==> src/dtr_pkg.sv <==
// Constants for the DRAM timing and refresh sequencer.
// Assumes a single 100 MHz clock and AXI4-Lite register access.
package dtr_pkg;
  // Register byte offsets
  localparam logic [3:0] ADDR_CTRL = 4'h0;
  localparam logic [3:0] ADDR_CFG2 = 4'h4;
  localparam logic [3:0] ADDR_CFG3 = 4'h8;
  localparam logic [3:0] ADDR_STAT = 4'hC;
  // Control register bits
  localparam int GO_BIT = 0;
  localparam int W32_BIT = 1;
  localparam logic [31:0] CTRL_MASK = 32'h0000_0003;
  // Second config register field
  localparam int REFRESH_INTERVAL_COUNT_LSB = 2;
  localparam int REFRESH_INTERVAL_COUNT_MSB = 15;
  // Third config register fields
  localparam int RP_LSB = 0;
  localparam int RCD_LSB = 3;
  localparam int FIRST_BEAT_COLUMN_WIDTH_LSB = 6;
  localparam int CP4_LSB = 9;
  localparam int PAGE_BEAT_COLUMN_WIDTH_LSB = 12;
  localparam int RAS6_LSB = 15;
  localparam logic [31:0] CFG2_MASK = 32'h0000_FFFC;
  localparam logic [31:0] CFG3_MASK = 32'h0007_FFFF;
  localparam logic [31:0] REG_RESET = 32'h0000_0000;
  // Status register bits
  localparam int ST_READY = 0;
  localparam int ST_BUSY = 1;
  localparam int ST_PEND = 2;
  localparam int ST_INIT_LSB = 4;
  // Sequencing constants
  localparam logic [3:0] INIT_REFRESHES = 4'h8;
  localparam logic [2:0] LAST_BEAT_64 = 3'h3;
  localparam logic [2:0] LAST_BEAT_32 = 3'h7;
  localparam logic [1:0] RESP_OKAY = 2'h0;
  localparam logic [1:0] RESP_DECERR = 2'h3;
  typedef enum logic [2:0] {S_IDLE, S_RCD, S_CAS, S_CP, S_PRE, S_RCAS, S_RRAS} dtr_state_t;
endpackage

==> src/dtr_ctrl.sv <==
// DRAM access sequencer with programmable intervals and refresh scheduler.
// Assumes requests and the register bus share CLK_IN; only RESET_IN is asynchronous.
// What this block does
// - Read and write accesses use the same programmed interval set.
// - All strobe transitions leave flip-flops on the rising clock edge.
// - Bursts are four beats on 64-bit path, eight on 32-bit path.
// - Beats run sequentially from the critical word, wrapping in the line.
// - Column strobe waits the row-to-column delay after row strobe.
// - First or single beat holds column strobe for its own interval.
// - Column strobe negates for column precharge between page beats.
// - Later page beats hold column strobe for the page-beat interval.
// - Refresh holds the row strobe for the refresh width interval.
// - Refreshes repeat every refresh interval count plus one bus clocks.
// - A refresh due during a burst waits until the access completes.
// - From idle, first data follows transfer start after programmed delays.
// - Refresh interval count sits in bits 15 to 2 of config two.
// - Config three holds the six interval fields at fixed positions.
// - Setting memory go runs eight spaced refreshes before accesses.
// - Refresh width counts clocks with row strobe held asserted.
`timescale 1ns/10ps
module dtr_ctrl
  import dtr_pkg::*;
(
  input wire logic CLK_IN,
  input wire logic RESET_IN,
  input wire logic [3:0] AWADDR_IN,
  input wire logic AWVALID_IN,
  output logic AWREADY_OUT,
  input wire logic [31:0] WDATA_IN,
  input wire logic [3:0] WSTRB_IN,
  input wire logic WVALID_IN,
  output logic WREADY_OUT,
  output logic [1:0] BRESP_OUT,
  output logic BVALID_OUT,
  input wire logic BREADY_IN,
  input wire logic [3:0] ARADDR_IN,
  input wire logic ARVALID_IN,
  output logic ARREADY_OUT,
  output logic [31:0] RDATA_OUT,
  output logic [1:0] RRESP_OUT,
  output logic RVALID_OUT,
  input wire logic RREADY_IN,
  input wire logic TRANSFER_START_IN,
  input wire logic ACCESS_WRITE_IN,
  input wire logic ACCESS_BURST_IN,
  input wire logic [1:0] CRIT_DWORD_IN,
  output logic ACCESS_ACCEPT_OUT,
  output logic ACCESS_DONE_OUT,
  output logic ROW_STROBE_N_OUT,
  output logic COL_STROBE_N_OUT,
  output logic WRITE_EN_N_OUT,
  output logic BEAT_STROBE_OUT,
  output logic [2:0] BEAT_INDEX_OUT,
  output logic MEM_READY_OUT
);
  // Interval to down-counter load; a zero field still gives one cycle
  function automatic logic [3:0] load_of(input logic [3:0] v);
    load_of = (v == 4'h0) ? 4'h0 : v - 4'h1;
  endfunction
  // Byte-lane merge for register writes
  function automatic logic [31:0] merge(input logic [31:0] old, input logic [31:0] nw,
                                        input logic [3:0] strb, input logic [31:0] msk);
    logic [31:0] r;
    r = old;
    for (int i = 0; i < 4; i++) begin
      if (strb[i]) r[i*8 +: 8] = nw[i*8 +: 8];
    end
    merge = r & msk;
  endfunction

  logic [31:0] ctrl_q, cfg2_q, cfg3_q, rdata_q;
  logic [3:0] aw_addr_q;
  logic [31:0] wdata_q;
  logic [3:0] wstrb_q;
  logic aw_full_q, w_full_q, awready_q, wready_q, bvalid_q, arready_q, rvalid_q;
  logic [1:0] bresp_q, rresp_q;
  dtr_state_t state_q, state_d;
  logic [3:0] cnt_q, cnt_d, init_left_q, init_left_d;
  logic [2:0] left_q, left_d, beat_q, beat_d;
  logic ras_n_q, ras_n_d, cas_n_q, cas_n_d, we_n_q, we_n_d;
  logic strobe_q, strobe_d, accept_q, accept_d, done_q, done_d;
  logic [13:0] ref_tmr_q;
  logic pend_q, started_q, ready_q;

  // Field decode of the configuration registers
  wire go = ctrl_q[GO_BIT];
  wire w32 = ctrl_q[W32_BIT];
  wire [13:0] refresh_interval_count = cfg2_q[REFRESH_INTERVAL_COUNT_MSB:REFRESH_INTERVAL_COUNT_LSB];
  wire [3:0] rp = {1'b0, cfg3_q[RP_LSB +: 3]};
  wire [3:0] rcd = {1'b0, cfg3_q[RCD_LSB +: 3]};
  wire [3:0] first_beat_column_width = {1'b0, cfg3_q[FIRST_BEAT_COLUMN_WIDTH_LSB +: 3]};
  wire [3:0] cp4 = {1'b0, cfg3_q[CP4_LSB +: 3]};
  wire [3:0] page_beat_column_width = {1'b0, cfg3_q[PAGE_BEAT_COLUMN_WIDTH_LSB +: 3]};
  wire [3:0] ras6 = cfg3_q[RAS6_LSB +: 4];

  // Bus handshake decode
  wire aw_take = AWVALID_IN & awready_q;
  wire w_take = WVALID_IN & wready_q;
  wire ar_take = ARVALID_IN & arready_q;
  wire do_write = aw_full_q & w_full_q & ~bvalid_q;
  wire aw_full_d = aw_full_q ? ~do_write : aw_take;
  wire w_full_d = w_full_q ? ~do_write : w_take;
  wire bvalid_d = do_write | (bvalid_q & ~BREADY_IN);
  wire rvalid_d = ar_take | (rvalid_q & ~RREADY_IN);
  wire wr_ctrl = do_write & (aw_addr_q == ADDR_CTRL);
  wire wr_cfg2 = do_write & (aw_addr_q == ADDR_CFG2);
  wire wr_cfg3 = do_write & (aw_addr_q == ADDR_CFG3);
  wire wr_ok = wr_ctrl | wr_cfg2 | wr_cfg3 | (aw_addr_q == ADDR_STAT);
  wire [31:0] status = {24'h0000_00, init_left_q, 1'b0, pend_q, state_q != S_IDLE, ready_q};
  wire rd_ok = (ARADDR_IN[3:2] <= ADDR_STAT[3:2]);
  wire [31:0] rd_mux = (ARADDR_IN == ADDR_CTRL) ? ctrl_q :
                       (ARADDR_IN == ADDR_CFG2) ? cfg2_q :
                       (ARADDR_IN == ADDR_CFG3) ? cfg3_q :
                       (ARADDR_IN == ADDR_STAT) ? status : REG_RESET;

  // Register bus slave and configuration registers
  always_ff @(posedge CLK_IN or posedge RESET_IN) begin
    if (RESET_IN) begin
      {aw_full_q, w_full_q, awready_q, wready_q, bvalid_q, arready_q, rvalid_q} <= '0;
      {aw_addr_q, wdata_q, wstrb_q, rdata_q, bresp_q, rresp_q} <= '0;
      ctrl_q <= REG_RESET;
      cfg2_q <= REG_RESET;
      cfg3_q <= REG_RESET;
    end else begin
      aw_full_q <= aw_full_d;
      w_full_q <= w_full_d;
      awready_q <= ~aw_full_d;
      wready_q <= ~w_full_d;
      bvalid_q <= bvalid_d;
      rvalid_q <= rvalid_d;
      arready_q <= ~rvalid_d;
      if (aw_take) aw_addr_q <= {AWADDR_IN[3:2], 2'b00};
      if (w_take) wdata_q <= WDATA_IN;
      if (w_take) wstrb_q <= WSTRB_IN;
      if (do_write) bresp_q <= wr_ok ? RESP_OKAY : RESP_DECERR;
      if (ar_take) rdata_q <= rd_mux;
      if (ar_take) rresp_q <= rd_ok ? RESP_OKAY : RESP_DECERR;
      if (wr_ctrl) ctrl_q <= merge(ctrl_q, wdata_q, wstrb_q, CTRL_MASK);
      if (wr_cfg2) cfg2_q <= merge(cfg2_q, wdata_q, wstrb_q, CFG2_MASK);
      if (wr_cfg3) cfg3_q <= merge(cfg3_q, wdata_q, wstrb_q, CFG3_MASK);
    end
  end

  // Refresh timer; a new due refresh wins over the take in the same cycle
  wire ref_fire = started_q & (ref_tmr_q == 14'h0000);
  wire ref_take = (state_q == S_IDLE) & pend_q & started_q;
  wire [2:0] last_beat = w32 ? LAST_BEAT_32 : LAST_BEAT_64;
  wire [2:0] start_beat = w32 ? {CRIT_DWORD_IN, 1'b0} : {1'b0, CRIT_DWORD_IN};
  wire [2:0] beat_inc = beat_q + 3'h1;
  wire [2:0] beat_next = beat_inc & last_beat;
  wire cnt_end = (cnt_q == 4'h0);

  always_ff @(posedge CLK_IN or posedge RESET_IN) begin
    if (RESET_IN) begin
      ref_tmr_q <= '0;
      pend_q <= 1'b0;
      started_q <= 1'b0;
      ready_q <= 1'b0;
    end else begin
      started_q <= go;
      ref_tmr_q <= (~started_q | ref_fire) ? refresh_interval_count : ref_tmr_q - 14'h0001;
      pend_q <= started_q & (ref_fire | (pend_q & ~ref_take));
      ready_q <= go & started_q & (init_left_d == 4'h0);
    end
  end

  // Sequencer next state: access and refresh timing
  always_comb begin
    state_d = state_q;
    cnt_d = cnt_end ? cnt_q : cnt_q - 4'h1;
    left_d = left_q;
    beat_d = beat_q;
    ras_n_d = ras_n_q;
    cas_n_d = cas_n_q;
    we_n_d = we_n_q;
    strobe_d = 1'b0;
    accept_d = 1'b0;
    done_d = 1'b0;
    init_left_d = (go & ~started_q) ? INIT_REFRESHES : init_left_q;
    unique case (state_q)
      S_IDLE: begin
        if (ref_take) begin
          state_d = S_RCAS;
          cas_n_d = 1'b0;
        end else if (TRANSFER_START_IN & ready_q) begin
          state_d = S_RCD;
          ras_n_d = 1'b0;
          we_n_d = ~ACCESS_WRITE_IN;
          cnt_d = load_of(rcd);
          left_d = ACCESS_BURST_IN ? last_beat : 3'h0;
          beat_d = start_beat;
          accept_d = 1'b1;
        end
      end
      S_RCD: begin
        if (cnt_end) begin
          state_d = S_CAS;
          cas_n_d = 1'b0;
          cnt_d = load_of(first_beat_column_width);
          strobe_d = 1'b1;
        end
      end
      S_CAS: begin
        if (cnt_end && left_q != 3'h0) begin
          state_d = S_CP;
          cas_n_d = 1'b1;
          cnt_d = load_of(cp4);
        end else if (cnt_end) begin
          state_d = S_PRE;
          {ras_n_d, cas_n_d, we_n_d} = 3'b111;
          cnt_d = load_of(rp);
          done_d = 1'b1;
        end
      end
      S_CP: begin
        if (cnt_end) begin
          state_d = S_CAS;
          cas_n_d = 1'b0;
          cnt_d = load_of(page_beat_column_width);
          beat_d = beat_next;
          left_d = left_q - 3'h1;
          strobe_d = 1'b1;
        end
      end
      S_RCAS: begin
        state_d = S_RRAS;
        ras_n_d = 1'b0;
        cnt_d = load_of(ras6);
      end
      S_RRAS: begin
        if (cnt_end) begin
          state_d = S_PRE;
          {ras_n_d, cas_n_d} = 2'b11;
          cnt_d = load_of(rp);
          if (init_left_q != 4'h0) init_left_d = init_left_q - 4'h1;
        end
      end
      S_PRE: begin
        if (cnt_end) state_d = S_IDLE;
      end
    endcase
    if (~go) init_left_d = 4'h0;
  end

  // Sequencer registers; every DRAM strobe is a flop output
  always_ff @(posedge CLK_IN or posedge RESET_IN) begin
    if (RESET_IN) begin
      state_q <= S_IDLE;
      {cnt_q, init_left_q, left_q, beat_q} <= '0;
      {ras_n_q, cas_n_q, we_n_q} <= 3'b111;
      {strobe_q, accept_q, done_q} <= 3'b000;
    end else begin
      state_q <= state_d;
      {cnt_q, init_left_q, left_q, beat_q} <= {cnt_d, init_left_d, left_d, beat_d};
      {ras_n_q, cas_n_q, we_n_q} <= {ras_n_d, cas_n_d, we_n_d};
      {strobe_q, accept_q, done_q} <= {strobe_d, accept_d, done_d};
    end
  end

  // Output drive
  assign AWREADY_OUT = awready_q;
  assign WREADY_OUT = wready_q;
  assign BRESP_OUT = bresp_q;
  assign BVALID_OUT = bvalid_q;
  assign ARREADY_OUT = arready_q;
  assign RDATA_OUT = rdata_q;
  assign RRESP_OUT = rresp_q;
  assign RVALID_OUT = rvalid_q;
  assign ACCESS_ACCEPT_OUT = accept_q;
  assign ACCESS_DONE_OUT = done_q;
  assign ROW_STROBE_N_OUT = ras_n_q;
  assign COL_STROBE_N_OUT = cas_n_q;
  assign WRITE_EN_N_OUT = we_n_q;
  assign BEAT_STROBE_OUT = strobe_q;
  assign BEAT_INDEX_OUT = beat_q;
  assign MEM_READY_OUT = ready_q;

  // Checking helpers: cycles spent in the current state, beats per access
  logic [3:0] phase_q;
  logic [3:0] beats_q;
  logic first_q;
  always_ff @(posedge CLK_IN or posedge RESET_IN) begin
    if (RESET_IN) begin
      phase_q <= 4'h1;
      beats_q <= 4'h0;
      first_q <= 1'b0;
    end else begin
      phase_q <= (state_d != state_q) ? 4'h1 : phase_q + {3'h0, phase_q != 4'hF};
      beats_q <= accept_d ? 4'h0 : beats_q + {3'h0, strobe_d};
      first_q <= (state_q == S_RCD) ? 1'b1 : (state_q == S_CP) ? 1'b0 : first_q;
    end
  end
  wire [3:0] want_len = (state_q == S_RCD) ? (rcd | {3'h0, rcd == 4'h0}) :
                        (state_q == S_CP) ? (cp4 | {3'h0, cp4 == 4'h0}) :
                        (state_q == S_RRAS) ? (ras6 | {3'h0, ras6 == 4'h0}) :
                        first_q ? (first_beat_column_width | {3'h0, first_beat_column_width == 4'h0}) : (page_beat_column_width | {3'h0, page_beat_column_width == 4'h0});
  wire leaving = (state_q != state_d);
endmodule

==> config.mk <==
export PLATFORM = sky130hd
export DESIGN_NAME = dtr_ctrl
export DESIGN_NICKNAME = d
export VERILOG_FILES = /design/src/dtr_pkg.sv /design/src/dtr_ctrl.sv
export SDC_FILE = /design/constraint.sdc
export NUM_CORES = 1
export LEC_CHECK = 0
export BUFFER_PORTS_ARGS = -buffer_cell sky130_fd_sc_hd__buf_2
export CORE_ASPECT_RATIO = 0.7
export CORE_MARGIN = 2
export CORE_UTILIZATION = 35
export DETAILED_ROUTE_END_ITERATION = 7
export HOLD_SLACK_MARGIN = 0.1
export PLACE_DENSITY_LB_ADDON = 0.12
export SLEW_MARGIN = 20
export SYNTH_ARGS = -nofsm -noshare
export SYNTH_HDL_FRONTEND = slang
export SYNTH_SLANG_ARGS = --single-unit
==> constraint.sdc <==
create_clock -name CLK_IN -period 3.7 [get_ports CLK_IN]
set_input_delay 0 -clock CLK_IN [delete_from_list [all_inputs] [get_ports CLK_IN]]
set_output_delay 0 -clock CLK_IN [all_outputs]
set_load 0.01 [all_outputs]
==> results.yml <==
run_status:
  status: "finished, final reports clean"
grt:
  gr-usage-all-layers: 0.177
  grt_pass1_wl_um: 25400
  grt_start_max_net_pins: 82
  antenna_found_initial: 0
  gr-total-overflow: 0
  grt_pass1_vias: 4774
logic_synthesis:
  yosys_warnings: 0
  ys_seq_area_frac: 0.506
  syn_area_per_cell_sq_um: 10.3
  synth-edff-count: 0
  synth_cell_types: 64
  synth_seq_cells: 126
  syn_area_sq_um: 6240
  synth_flop_cell: "dfrtp_1"
  synthArstFlopShare: 1.00
  syn_inst: 605
cts:
  clk_latency_ns: 0.42
  numCtsBuffers: 17
  cts.clk_slew.worst_paths_ns: 0.06
  cts_tree: "done"
  post-cts-setup-buffers: 0
  clockBufferDepth: 2
  cts_sinks: 126
  root_buffer: "clkbuf_16"
  htreeDepth: 4
worst_setup_path:
  start_kind: "flip-flop"
  critPathRequiredTime_ns: 4.02
  rrSetupSlack_ns: 1.24
  reg2reg_to: "MEM_READY_OUT"
  r2r_cells: 7
  worstSetupPathType: "flip-flop to flip-flop"
  worstPathArrival_ns: 2.78
  slowest_delay_ns: 0.50
  cp-end-kind: "flip-flop"
  crit_family: "simple AND/OR/NAND/NOR gates"
  crit_chain: "inv_1 > ha_1 > nor3b_4 > nand3_1 > a21oi_2 > mux2_2 > nor4_2"
  path_buf_inv: 1
  slowest_stage: "nor3b_4"
  rr_startpoint: "cnt_q[0]"
  worstPathMaxFanout: 11
sta:
  slew_violations: 0
  rsz0062_at_grt: "no"
  fin_crit_sh: 0.665
  fin_setup_tns_ns: 0
  hold_ws_ns: 0.111
  fin_ws_ns: 1.24
  worst_clock_skew_ns: 0.00979
  max_freq_mhz: 406
  worst_slew_pin_slew_ns: 0.966
  setup_viol: 0
  hold_viol: 0
  slew_headroom: 0.354
  fin_crit_ns: 2.46
finish:
  multi_input_area_sq_um: 2800
  antenna-diode-count: 0
  layout_common_cells: "123 x dfrtp_1, 80 x nand2_1, 75 x buf_2"
  area_growth_pct: 23.9
  layout.nets: 792
  fillers: 1666
  fin_cells: 964
  final_common_cell: "dfrtp_1"
  finish.utilization: 0.447
  drive_gt1_frac: 0.266
  register_area_sq_um: 3160
  final_area_sq_um: 7740
worst_hold_path:
  min_path_cells: 4
  holdCritStartpoint: "ARADDR_IN[1]"
  whs_endpoint: "RDATA_OUT[2]"
  min-delay-path-class: "primary input to flip-flop"
die:
  pin_count: 107
  die_h_um: 116
  dieArea_sq_um: 18900
  start_util: 0.361
  core_area_sq_um: 17300
  die_w_um: 164
  rows: 40
power:
  leakagePower_nw: 3.54
  ir_worst_vdd_mv: 0.276
  fin_total_pwr_mw: 5.88
  cellPowerDensity_nw_per_um2: 760
routing:
  routed_via_density: 4.95
  drt_pre_antenna_iters: 4
  drc: 0
  wl_per_cell_um: 16.0
  routed_wl_um: 15400
  ant_nets: 0
  vias: 4775
  drt_iter0_drc: 290
placement:
  place_ws_ns: 1.30
  dpl.cell_count: 892
  port_buffers: 75
  dpl_cell_area_sq_um: 6790
  hpwl_um: 11100
  gp_congestion: 0.877
run:
  drv_cap: 0
-- layout make-up --
class | instances | area share
multi-input cells | 423 | 0.362
repair buffers | 122 | 0.107
inverters | 30 | 0.0152
well taps | 231 | 0.0373
clock inverters | 13 | 0.0116
flip-flops and latches | 126 | 0.408
clock buffers | 19 | 0.0585
-- state kept, by name, indices dropped and copies added (netlist names), 2 cells and up --
name	count
BEAT_INDEX_OUT	3
RDATA_OUT	19
aw_addr_q	2
cfg2_q	14
cfg3_q	19
cnt_q	4
ctrl_q	2
init_left_q	4
left_q	3
ref_tmr_q	14
state_q	3
wdata_q	19
wstrb_q	3
-- where the power goes --
| part | switching (mW) | internal, mW |
|---|---|---|
| clock | 0.631 | 0.890 |
| combinational | 0.969 | 0.913 |
| sequential | 0.574 | 1.91 |
| total | 2.17 | 3.71 |
-- Yosys cell counts (2+ instances only) --
cell	n	area, sq um
a211oi_1	3	22.5
a21oi_1	27	135
a22o_1	3	26.3
a22oi_1	9	67.6
a32oi_1	3	26.3
and2_1	9	56.3
and4_1	2	17.5
buf_2	10	50.1
buf_4	16	120
clkbuf_1	13	48.8
dfrtp_1	123	3080
dfstp_2	3	78.8
ha_1	16	200
inv_1	29	109
mux2_2	61	687
mux2i_1	5	50.1
nand2_1	80	300
nand2b_1	3	18.8
nand3_1	8	40.0
nand3b_1	3	22.5
nor2_1	38	143
nor2b_1	4	25.0
nor3_1	15	75.1
nor3b_1	3	22.5
nor4_1	4	25.0
nor4_2	2	25.0
o211ai_1	2	15.0
o21ai_0	41	205
o21bai_1	2	15.0
o22ai_1	4	25.0
o31ai_1	5	37.5
o41ai_1	5	43.8
or2_2	6	37.5
or3_1	6	37.5
xnor2_1	8	70.1
xor2_1	6	52.6
-- how the worst max path moves through the flow --
stage	slack, ns	startpoint	to	cells past startpoint
final	1.24	cnt_q[0]	MEM_READY_OUT	7
after global routing	1.03	state_q[0]	BEAT_INDEX_OUT[2]	6
after CTS	1.26	cnt_q[0]	MEM_READY_OUT	7
after detailed placement	1.30	cnt_q[0]	MEM_READY_OUT	7
after global placement	1.36	cnt_q[0]	MEM_READY_OUT	7
after floorplan	0.35	RESET_IN	ACCESS_ACCEPT_OUT	1
-- cells by family after synthesis --
group	after synthesis	share of synthesized area
buffers and inverters	70	0.0537
xor gates and xnor gates	14	0.0196
AOI/OAI and AO/OA	121	0.123
DFF	126	0.506
other	1	0.000601
adders and majority gates	16	0.0321
and+or+nand+nor	191	0.147
muxes	66	0.118
-- routing by layer --
layer	global-route usage	part of all wire	vias up	wire length, um
li1	-	-	2318	-
met1	0.267	0.52	2336	8090
met2	0.246	0.41	107	6300
met3	0.0465	0.054	14	827
met4	0.0550	0.013	0	197
met5	0	0	-	0
-- repair_timing --
item | 4_1_cts | 5_1_grt
hold buffers | 40 | 0
hold endpoints to repair | 119 | 0
gates resized for setup | 0 | 0
-- worst reg2reg max path, delay by kind of cell, from the launching register on --
| kind | cells | cell delay, ns |
|---|---|---|
| fa+ha+maj | 1 | 0.22 |
| compound gates | 1 | 0.30 |
| mux | 1 | 0.38 |
| simple gates | 3 | 0.99 |
| buf+inv | 1 | 0.09 |
| flops | 1 | 0.39 |
(Power assumes the default switching activity.)
